## src/rtl/itfcu_map.vh

```
`ifndef ITFCU_MAP_VH
`define ITFCU_MAP_VH

// operation codes
`define ITFCU_OP_CONV 8'h14
`define ITFCU_OP_CONV_RZ 8'h75
`define ITFCU_OP_FLAGS 8'h82
`define ITFCU_OP_FLAGS_RZ 8'h76

// issue slots accepting the unit
`define ITFCU_SLOT_A 3'h1
`define ITFCU_SLOT_B 3'h4

// exception flag positions, shared by status word and flag vector
`define ITFCU_F_DBZ 0
`define ITFCU_F_INX 1
`define ITFCU_F_UNF 2
`define ITFCU_F_OVF 3
`define ITFCU_F_INV 4
`define ITFCU_F_IFZ 5
`define ITFCU_F_OFZ 6
`define ITFCU_FLAG_W 7

// rounding modes
`define ITFCU_RM_NEAREST 2'h0
`define ITFCU_RM_POS 2'h1
`define ITFCU_RM_NEG 2'h2
`define ITFCU_RM_ZERO 2'h3

// status word layout
`define ITFCU_SW_FLAGS_HI 6
`define ITFCU_SW_MODE_LO 8
`define ITFCU_SW_MODE_HI 9

// register byte offsets
`define ITFCU_OFF_STATUS 12'h000
`define ITFCU_OFF_COUNT 12'h004

// reset values
`define ITFCU_RST_FLAGS 7'h00
`define ITFCU_RST_MODE 2'h0

// float format
`define ITFCU_EXP_TOP 8'h9e
`define ITFCU_NORM_LSB 8
`define ITFCU_GUARD_BIT 7
`endif

```

## src/rtl/itfcu_convert.v

```verilog
// Decided for this implementation: the placing of the registers and the APB slave port.
`timescale 1ns/1ps
`include "itfcu_map.vh"

module itfcu_convert #(
   parameter DEST_W = 7
) (
   input wire clk, // 20 MHz processor clock
   input wire rst, // synchronous, active high
   input wire issueValid, // one-cycle issue pulse
   input wire [7:0] issueOpcode, // operation code
   input wire [2:0] issueSlot, // issue slot number
   input wire [31:0] sourceRegister, // signed integer operand
   input wire guardLsb, // guard register lsb, 1 when unguarded
   input wire [DEST_W-1:0] issueDest, // destination register index
   input wire [6:0] otherFlagSet, // flag sets from other fp units this cycle
   output reg wbValid_q, // destination write strobe
   output reg [DEST_W-1:0] wbDest_q, // destination index
   output reg [31:0] wbData_q, // destination data
   output reg [6:0] swFlags_q, // sticky exception flags
   output reg [1:0] swMode_q, // rounding mode
   input wire psel, // apb select
   input wire penable, // apb enable
   input wire pwrite, // apb direction
   input wire [11:0] paddr, // apb byte address
   input wire [31:0] pwdata, // apb write data
   output reg [31:0] prdata, // apb read data
   output reg pready, // apb ready
   output reg pslverr // apb error
);

   function [5:0] leadZeros;
      input [31:0] v;
      integer i;
      reg found;
      begin
         leadZeros = 6'h20;
         found = 1'b0;
         for (i = 31; i >= 0; i = i - 1) begin
            if (!found && v[i]) begin
               leadZeros = 6'h1f - i[5:0];
               found = 1'b1;
            end
         end
      end
   endfunction

   function isMapped;
      input [11:0] a;
      begin
         isMapped = (a == `ITFCU_OFF_STATUS) || (a == `ITFCU_OFF_COUNT);
      end
   endfunction

   // carry into the significand lsb for the rounding mode held with the op
   function roundIncrement;
      input [1:0] mode;
      input sign;
      input lsb;
      input guard;
      input sticky;
      begin
         case (mode)
            `ITFCU_RM_NEAREST: roundIncrement = guard & (sticky | lsb);
            `ITFCU_RM_POS: roundIncrement = ~sign & (guard | sticky);
            `ITFCU_RM_NEG: roundIncrement = sign & (guard | sticky);
            `ITFCU_RM_ZERO: roundIncrement = 1'b0;
            default: roundIncrement = 1'b0;
         endcase
      end
   endfunction

   // read data of the mapped words; unmapped reads give zero
   function [31:0] readWord;
      input [11:0] a;
      input [6:0] flags;
      input [1:0] mode;
      input [31:0] count;
      begin
         case (a)
            `ITFCU_OFF_STATUS: readWord = {22'h00_0000, mode, 1'b0, flags};
            `ITFCU_OFF_COUNT: readWord = count;
            default: readWord = 32'h0000_0000;
         endcase
      end
   endfunction

   // stage A: operand capture
   reg aValid_q;
   reg aFlagsOp_q;
   reg aSign_q;
   reg [31:0] aMag_q;
   reg [1:0] aMode_q;
   reg [DEST_W-1:0] aDest_q;
   // stage B: normalised
   reg bValid_q;
   reg bFlagsOp_q;
   reg bSign_q;
   reg bZero_q;
   reg [31:0] bNorm_q;
   reg [7:0] bExp_q;
   reg [1:0] bMode_q;
   reg [DEST_W-1:0] bDest_q;
   reg [31:0] convCount_q;

   wire opConv = (issueOpcode == `ITFCU_OP_CONV);
   wire opConvRz = (issueOpcode == `ITFCU_OP_CONV_RZ);
   wire opFlags = (issueOpcode == `ITFCU_OP_FLAGS);
   wire opFlagsRz = (issueOpcode == `ITFCU_OP_FLAGS_RZ);
   wire opKnown = opConv | opConvRz | opFlags | opFlagsRz;
   wire slotOk = (issueSlot == `ITFCU_SLOT_A) || (issueSlot == `ITFCU_SLOT_B);
   // a false guard drops the op at issue; nothing is written later
   wire issueTake = issueValid & opKnown & slotOk & guardLsb;
   wire [31:0] negSrc = ~sourceRegister + 32'h0000_0001;
   wire srcSign = sourceRegister[31];

   // stage A next values
   reg aValid_d;
   reg aFlagsOp_d;
   reg aSign_d;
   reg [31:0] aMag_d;
   reg [1:0] aMode_d;
   reg [DEST_W-1:0] aDest_d;

   always @* begin
      aValid_d = issueTake;
      aFlagsOp_d = opFlags | opFlagsRz;
      aSign_d = srcSign;
      // -2^31 negates to itself, which is the right magnitude unsigned
      aMag_d = srcSign ? negSrc : sourceRegister;
      // mode frozen at issue, so a status write behind the op cannot reach it
      aMode_d = (opConvRz | opFlagsRz) ? `ITFCU_RM_ZERO : swMode_q;
      aDest_d = issueDest;
   end

   always @(posedge clk) begin
      if (rst) begin
         aValid_q <= 1'b0;
         aFlagsOp_q <= 1'b0;
         aSign_q <= 1'b0;
         aMag_q <= 32'h0000_0000;
         aMode_q <= `ITFCU_RM_NEAREST;
         aDest_q <= {DEST_W{1'b0}};
      end else begin
         aValid_q <= aValid_d;
         aFlagsOp_q <= aFlagsOp_d;
         aSign_q <= aSign_d;
         aMag_q <= aMag_d;
         aMode_q <= aMode_d;
         aDest_q <= aDest_d;
      end
   end

   wire [5:0] aLz = leadZeros(aMag_q);
   wire aZero = (aMag_q == 32'h0000_0000);

   // stage B next values: leading one moved up to bit 31
   reg bValid_d;
   reg bFlagsOp_d;
   reg bSign_d;
   reg bZero_d;
   reg [31:0] bNorm_d;
   reg [7:0] bExp_d;
   reg [1:0] bMode_d;
   reg [DEST_W-1:0] bDest_d;

   always @* begin
      bValid_d = aValid_q;
      bFlagsOp_d = aFlagsOp_q;
      bSign_d = aSign_q;
      bZero_d = aZero;
      bNorm_d = aMag_q << aLz;
      // exponent of a value with its top set bit in bit 31, less the shift
      bExp_d = `ITFCU_EXP_TOP - {2'b00, aLz};
      bMode_d = aMode_q;
      bDest_d = aDest_q;
   end

   always @(posedge clk) begin
      if (rst) begin
         bValid_q <= 1'b0;
         bFlagsOp_q <= 1'b0;
         bSign_q <= 1'b0;
         bZero_q <= 1'b0;
         bNorm_q <= 32'h0000_0000;
         bExp_q <= 8'h00;
         bMode_q <= `ITFCU_RM_NEAREST;
         bDest_q <= {DEST_W{1'b0}};
      end else begin
         bValid_q <= bValid_d;
         bFlagsOp_q <= bFlagsOp_d;
         bSign_q <= bSign_d;
         bZero_q <= bZero_d;
         bNorm_q <= bNorm_d;
         bExp_q <= bExp_d;
         bMode_q <= bMode_d;
         bDest_q <= bDest_d;
      end
   end

   // rounding of the 24-bit significand
   wire [23:0] mant = bNorm_q[31:`ITFCU_NORM_LSB];
   wire guardBit = bNorm_q[`ITFCU_GUARD_BIT];
   wire stickyBit = |bNorm_q[`ITFCU_GUARD_BIT-1:0];
   wire inexact = guardBit | stickyBit;
   wire roundUp = roundIncrement(bMode_q, bSign_q, mant[0], guardBit, stickyBit);
   wire [24:0] mantSum = {1'b0, mant} + {24'h00_0000, roundUp};
   wire [7:0] expRound = bExp_q + {7'h00, mantSum[24]};
   wire [22:0] fracRound = mantSum[24] ? 23'h00_0000 : mantSum[22:0];
   wire [31:0] floatOut = bZero_q ? 32'h0000_0000 : {bSign_q, expRound, fracRound};

   // only inexact can arise; the other six stay zero
   reg [6:0] convFlags;
   always @* begin
      convFlags = 7'h00;
      convFlags[`ITFCU_F_INX] = inexact & ~bZero_q;
   end
   wire [31:0] flagVector = {25'h000_0000, convFlags};

   wire convWrite = bValid_q & ~bFlagsOp_q;

   reg wbValid_d;
   reg [DEST_W-1:0] wbDest_d;
   reg [31:0] wbData_d;

   always @* begin
      wbValid_d = bValid_q;
      wbDest_d = bDest_q;
      wbData_d = bFlagsOp_q ? flagVector : floatOut;
   end

   always @(posedge clk) begin
      if (rst) begin
         wbValid_q <= 1'b0;
         wbDest_q <= {DEST_W{1'b0}};
         wbData_q <= 32'h0000_0000;
      end else begin
         wbValid_q <= wbValid_d;
         wbDest_q <= wbDest_d;
         wbData_q <= wbData_d;
      end
   end

   // apb: no wait states; pready is a flop set by the setup phase, high in the first access cycle
   wire apbSetup = psel & ~penable;
   wire apbDone = psel & penable & pready;
   wire swWrite = apbDone & pwrite & (paddr == `ITFCU_OFF_STATUS);

   // sets win over a same-cycle clear by software
   wire [6:0] flagBase = swWrite ? pwdata[`ITFCU_SW_FLAGS_HI:0] : swFlags_q;
   wire [6:0] convSet = convWrite ? convFlags : 7'h00;
   wire [6:0] swFlags_d = flagBase | convSet | otherFlagSet;
   reg [1:0] swMode_d;
   reg [31:0] convCount_d;

   always @* begin
      swMode_d = swMode_q;
      if (swWrite) begin
         swMode_d = pwdata[`ITFCU_SW_MODE_HI:`ITFCU_SW_MODE_LO];
      end
      // completed conversions only; dropped ops and flag ops are not counted
      convCount_d = convCount_q;
      if (convWrite) begin
         convCount_d = convCount_q + 32'h0000_0001;
      end
   end

   reg pready_d;
   reg pslverr_d;
   reg [31:0] prdata_d;

   always @* begin
      pready_d = apbSetup;
      pslverr_d = apbSetup & ~isMapped(paddr);
      // read data is held between reads; it only matters while pready is high
      prdata_d = prdata;
      if (apbSetup & ~pwrite) begin
         prdata_d = readWord(paddr, swFlags_q, swMode_q, convCount_q);
      end
   end

   always @(posedge clk) begin
      if (rst) begin
         swFlags_q <= `ITFCU_RST_FLAGS;
         swMode_q <= `ITFCU_RST_MODE;
         convCount_q <= 32'h0000_0000;
      end else begin
         swFlags_q <= swFlags_d;
         swMode_q <= swMode_d;
         convCount_q <= convCount_d;
      end
   end

   always @(posedge clk) begin
      if (rst) begin
         pready <= 1'b0;
         pslverr <= 1'b0;
         prdata <= 32'h0000_0000;
      end else begin
         pready <= pready_d;
         pslverr <= pslverr_d;
         prdata <= prdata_d;
      end
   end

endmodule // itfcu_convert

```

## config.mk

```make
export PLATFORM = sky130hd
export DESIGN_NAME = itfcu_convert
export DESIGN_NICKNAME = d
export VERILOG_FILES = /design/src/rtl/itfcu_convert.v
export VERILOG_INCLUDE_DIRS = /design/src /design/src/rtl
export SDC_FILE = /design/constraint.sdc
export NUM_CORES = 1
export LEC_CHECK = 0
export ABC_AREA = 1
export BUFFER_PORTS_ARGS = -buffer_cell sky130_fd_sc_hd__buf_4
export CAP_MARGIN = 5
export CORE_MARGIN = 1.5
export CORE_UTILIZATION = 40
export CTS_CLUSTER_SIZE = 28
export DETAILED_ROUTE_END_ITERATION = 8
export PLACE_DENSITY = 0.63
export SLEW_MARGIN = 5
export SYNTH_ARGS = -nofsm -noshare
export SYNTH_HDL_FRONTEND = slang
export SYNTH_SLANG_ARGS = --single-unit
export TNS_END_PERCENT = 5
```

## constraint.sdc

```tcl
create_clock -name clk -period 4.15 [get_ports clk]
set_input_delay 0.83 -clock clk [delete_from_list [all_inputs] [get_ports clk]]
set_output_delay 0.83 -clock clk [all_outputs]
set_load 0.01 [all_outputs]
```

==> reports/results.txt, run 1 <==
outcome = finished, final reports clean
Startpoint Class = flip-flop
setup violators final = 0
Logic pwr share = 0.174
Rows = 58
Clock Skews = 0.0124 ns
# fillers = 2534
Mapped Area = 0.0104 mm²
fin nets = 1780
Hold Startpoint = aDest_q[6]
crit share post-route = 0.974
DP Worst Slack = -0.0150 ns
critical-path cell with the highest stage delay = dfxtp_2
Switching Fraction = 0.276
Tmin final = 4.04 ns
Synth Area in Compound Gates = 0.103
CP delay by family, top = simple AND/OR/NAND/NOR gates
I/O Buffers = 167
Core ar. = 0.0254 mm²
Leak = 5.71 nW
PwrDens = 426 mW/mm²
Rel. slew slack = 0.364
first-pass GRT wire length = 44600 µm
final setup margin = 0.109 ns
multi-input logic area = 0.00536 mm²
syn_nets = 1634
hold_ws = 0.399 ns
DR pass1 iterations = 5
WP buf/inv = 1
R2R setup slack = 0.11 ns
largest net degree at the start of global routing = 78
r2r endpoint = wbData_q[29]
R2R cell count = 27
post-synthesis mux area share = 0.00649
commonest non-fill, non-tap cells in the layout = nand3_1, nand2_1, dfxtp_1, nor2_1, buf_4
# clock sinks = 212
worst-margin pin slew = 0.952 ns
clock tree from TritonCTS = built
Hold Path Class = flip-flop to flip-flop
Int Pwr = 4.00 mW
sequential area share after synthesis = 0.407
Cell variety after synth = 47
area delta synth->final = 24.4%
total global-route track usage = 0.202
die area = 0.0270 mm²
Final Max Slew Viols = 0
die span in x = 164 µm
Clk pin slew, worst setup/hold paths = 0.06 ns
Yosys Warn Count = 0
maxcap violations = 0
main combinational cell family by area after synthesis = simple AND/OR/NAND/NOR gates
# IOs = 191
grt ovf = 0
ANT cells = 0
initial antenna violation count = 0
Post-Synth XOR/XNOR Area = 0.0160
DR WL/cell = 14.0 µm
WP data arrival = 4.44 ns
Final ANT Viol Nets = 0
Flop pwr share = 0.413
Die H = 164 µm
share of layout cells above drive strength 1 = 0.175
Synth Area in Adders = 0.0108
DRT iter0 DRCs = 737
Syn Area/Cell = 6.87 µm²
design area = 0.0130 mm²
Synth Register Bits = 212
HPWL Detailed = 20800 µm
CP peak stage delay = 0.33 ns
hold path depth = 2
vias in the first global route = 8955
clock root buffer = clkbuf_16
CP required = 4.55 ns
Post-Synth Simple-Gate Area = 0.363
Peak VDD IR = 0.274 mV
clock share of power = 0.413
vias per cell = 5.08
dpl cells = 1965
cell count after synthesis = 1517
CTS Buffer Depth = 3
final non-filler cell total = 2009
total CTS buffers = 23
critical path type = flip-flop to flip-flop
Hold EP = bDest_q[6]
Seq. cell area = 0.00425 mm²
total placed instance area = 0.0119 mm²
Total Power = 5.52 mW
Crit Path Max Fanout = 3
vias = 10.2k
RePlAce Congestion = 0.882
commonest non-fill, non-tap cell in the layout = nand3_1
P_sw = 1.52 mW
unrepaired setup endpoints after global routing = yes
post-cts hold buffer count = 0
final hold violations = 0
worst reg2reg path startpoint = bMode_q[1]
Initial Util = 0.410
final WL = 28100 µm
Crit. End Element = flip-flop
Worst-Skew Late Latency = 0.52 ns
Max Fclk = 247 MHz
H-tree level count = 1
Post-Route Utilization = 0.510
drt drc = 0
final setup TNS = 0 ns
==> registers in the layout (all words and copies together), names as in the netlist, 2 cells and up <==
signal and count:
bNorm_q 32, convCount_q 32, swMode_q 2, aMag_q 32, swFlags_q 7, aMode_q 2, aDest_q 7, bMode_q 2
bDest_q 7, wbData_q 32, bExp_q 8, wbDest_q 7, prdata 32
==> tightest hold or removal path, delay by kind of cell, from the launching register on <==
| kind | cells | cell delay [ns] |
|---|---|---|
| flip-flops | 1 | 0.29 |
| buffers and inverters | 1 | 0.04 |
| AND/OR/NAND/NOR | 1 | 0.03 |
==> power by group through the flow <==
stage | Sequential (mW) | Clock (mW) | Combinational (mW)
floorplan | 2.31 | 0 | 0.604
global placement | 2.31 | 0 | 0.929
detailed placement | 2.31 | 0 | 0.932
CTS | 2.27 | 2.32 | 0.939
global route | 2.29 | 2.40 | 1.09
finish | 2.28 | 2.28 | 0.962
==> cells in the mapped netlist, drive strengths merged <==
| library cell | instances | area share |
|---|---|---|
| and3 | 7 | 0.0042 |
| o41ai | 1 | 0.00084 |
| nor2 | 209 | 0.079 |
| and2 | 2 | 0.0012 |
| a21oi | 90 | 0.043 |
| xor2 | 15 | 0.013 |
| mux2 | 6 | 0.0065 |
| nor3b | 14 | 0.011 |
| nor3 | 49 | 0.024 |
| and3b | 1 | 0.00084 |
| o2111ai | 1 | 0.00084 |
| nand4 | 22 | 0.015 |
| ha | 9 | 0.011 |
| inv | 185 | 0.067 |
| or2 | 6 | 0.0036 |
| o2111a | 1 | 0.0011 |
| nor4 | 16 | 0.0096 |
| nor4b | 1 | 0.00084 |
| nand2 | 241 | 0.088 |
| buf | 24 | 0.013 |
| o211ai | 12 | 0.0087 |
| o21bai | 1 | 0.00072 |
| o31ai | 4 | 0.0029 |
| clkbuf | 39 | 0.014 |
| o21a | 8 | 0.0058 |
| nand3b | 4 | 0.0029 |
| or4 | 2 | 0.0014 |
| a31oi | 4 | 0.0024 |
| nand3 | 250 | 0.12 |
| dfxtp | 212 | 0.41 |
| o311ai | 1 | 0.00084 |
| o21ai | 74 | 0.036 |
| or3 | 2 | 0.0012 |
| xnor2 | 4 | 0.0034 |
==> cell families (layout without fill, tap and decap cells) <==
logic type,count (synthesis),after routing
multiplexers,6,6
buffers and inverters,248,410
adder cells (fa/ha/maj),9,9
AND/OR/NAND/NOR,826,826
XOR/XNOR,19,19
AO/OA/AOI/OAI,197,197
flip-flops,212,212
==> layout make-up <==
class                      instances  share of cell area
multi-input combinational       1057               0.414
sequential                       212               0.328
timing repair buffer             184               0.107
inverter                         185              0.0536
clock buffer                      28              0.0482
tap                              330              0.0319
clock inverter                    13              0.0183
==> repair_timing <==
| action | 4_1_cts | 5_1_grt |
|---|---|---|
| endpoints found under the setup margin | 3 | 7 |
| setup buffers | 0 | 3 |
| resized for setup | 2 | 38 |
| pin swaps | 1 | 18 |
==> worst max-delay path by stage <==
stage	start	cells past startpoint	to
2_1_floorplan	bMode_q[0]	27	wbData_q[29]
3_3_place_gp	bMode_q[0]	27	wbData_q[29]
3_5_place_dp	bMode_q[0]	27	wbData_q[29]
4_1_cts	bMode_q[0]	27	wbData_q[29]
5_1_grt	bMode_q[0]	27	wbData_q[30]
6_report	bMode_q[1]	27	wbData_q[29]
==> per-layer routing <==
metal,global-route usage,part of all wire,vias to the layer above,wire length [µm]
li1,-,-,5300,-
met1,0.296,0.49,4563,13700
met2,0.315,0.44,303,12300
met3,0.0268,0.056,36,1580
met4,0.0442,0.018,0,512
met5,0,0,-,0
Power figures use the tool's default switching activity.
==> run 2: changes to the inputs <==
--- a/config.mk
+++ b/config.mk
@@ -13,7 +13,6 @@
 export CORE_UTILIZATION = 40
 export CTS_CLUSTER_SIZE = 28
 export DETAILED_ROUTE_END_ITERATION = 8
-export PLACE_DENSITY = 0.63
 export SLEW_MARGIN = 5
 export SYNTH_ARGS = -nofsm -noshare
 export SYNTH_HDL_FRONTEND = slang
==> reports/results.txt, run 2 (synthesized netlist as in run 1, its figures left out) <==
share of layout cells above drive strength 1 = 0.173
clock root buffer = clkbuf_16
vias = 10.2k
critical path type = flip-flop to flip-flop
vias in the first global route = 9213
unrepaired setup endpoints after global routing = yes
Rel. slew slack = 0.348
CP delay by family, top = simple AND/OR/NAND/NOR gates
PwrDens = 416 mW/mm²
Initial Util = 0.410
outcome = finished, final reports clean
die area = 0.0270 mm²
drt drc = 0
first-pass GRT wire length = 45300 µm
area delta synth->final = 23.7%
maxcap violations = 0
critical-path cell with the highest stage delay = dfxtp_2
WP data arrival = 4.43 ns
Final ANT Viol Nets = 0
Worst-Skew Late Latency = 0.51 ns
Leak = 5.68 nW
commonest non-fill, non-tap cell in the layout = nand3_1
DR WL/cell = 14.0 µm
HPWL Detailed = 20800 µm
Post-Route Utilization = 0.507
Tmin final = 4.03 ns
final hold violations = 0
ANT cells = 0
Core ar. = 0.0254 mm²
Peak VDD IR = 0.271 mV
total CTS buffers = 23
clock tree from TritonCTS = built
setup violators final = 0
largest net degree at the start of global routing = 63
crit share post-route = 0.972
Crit. End Element = flip-flop
Clock Skews = 0.0170 ns
Final Max Slew Viols = 0
CP required = 4.55 ns
DRT iter0 DRCs = 628
total global-route track usage = 0.203
Crit Path Max Fanout = 3
DP Worst Slack = 0.0139 ns
Die H = 164 µm
Startpoint Class = flip-flop
Clk pin slew, worst setup/hold paths = 0.06 ns
grt ovf = 0
Rows = 58
# clock sinks = 212
H-tree level count = 1
commonest non-fill, non-tap cells in the layout = nand3_1, nand2_1, dfxtp_1, nor2_1, buf_4
RePlAce Congestion = 0.887
worst-margin pin slew = 0.975 ns
fin nets = 1782
DR pass1 iterations = 5
WP buf/inv = 2
Max Fclk = 248 MHz
final setup margin = 0.116 ns
die span in x = 164 µm
I/O Buffers = 167
vias per cell = 5.09
final WL = 28100 µm
initial antenna violation count = 0
Hold Path Class = flip-flop to flip-flop
# IOs = 191
CTS Buffer Depth = 3
CP peak stage delay = 0.32 ns
[run 2: path summary, 6_finish.rpt]
check                                     to  cells after the start  startpoint  slack [ns]
worst max-delay path            wbData_q[27]                     27  bMode_q[0]        0.12
worst min-delay path             wbDest_q[2]                      2  bDest_q[2]        0.40
worst max register to register  wbData_q[27]                     27  bMode_q[0]        0.12
worst min register to register   wbDest_q[2]                      2  bDest_q[2]        0.40
[run 2: layout make-up]
type / count / area, µm²
timing repair buffer: 186 / 1400
multi-input combinational: 1057 / 5340
clock buffer: 31 / 636
clock inverter: 11 / 163
sequential: 212 / 4250
tap: 330 / 413
fill: 2544 / 12500
inverter: 185 / 694
[run 2: per-layer routing]
metal / up-vias / share of wire / GRT usage
met3: 33 / 0.048 / 0.0268
met4: 0 / 0.018 / 0.0446
met5: - / 0 / 0
li1: 5302 / - / -
met1: 4645 / 0.48 / 0.289
met2: 258 / 0.45 / 0.327
[run 2: through the flow]
stage	hold WS, ns	power, mW	TNS, ns	instances	instance area [µm²]
final	0.399	5.36	0	2012	12900
after global routing	0.408	5.63	-0.479	2012	12900
after CTS	0.403	5.39	0	2008	12700
after detailed placement	0.394	3.26	0	1966	11900
after global placement	0.389	3.25	0	1966	11900
after floorplan	0.388	2.92	0	1517	10400
[run 2: power breakdown]
group / switching (mW) / internal, mW / total [mW] / leakage [nW]
sequential: 0.0992 / 2.18 / 2.28 / 1.74
combinational: 0.599 / 0.362 / 0.961 / 3.54
clock: 0.796 / 1.33 / 2.12 / 0.396
[run 2: worst register-to-register path: stages (launching register included)]
cell and delay, ns:
dfxtp_2 0.32, inv_2 0.04, ha_1 0.26, nand2_1 0.06
o31ai_2 0.25, ha_2 0.26, ha_4 0.16, nand2_4 0.06
nor2_4 0.11, nand2_2 0.07, nor2_4 0.13, nand2_2 0.08
nor4_2 0.26, nand4_1 0.16, nor2_2 0.17, nand2_2 0.08
nor3_2 0.18, nand2_1 0.11, nor2_2 0.15, nand3_2 0.09
nor2_2 0.12, ha_2 0.21, ha_4 0.15, nand2_4 0.05
nor2_4 0.12, buf_4 0.12, a21oi_1 0.05, o21a_1 0.11
[run 2: repair_timing]
item,CTS,global route
gates resized for setup,0,35
buffers inserted,0,4
hold buffers,0,0
endpoints found under the setup margin,0,8
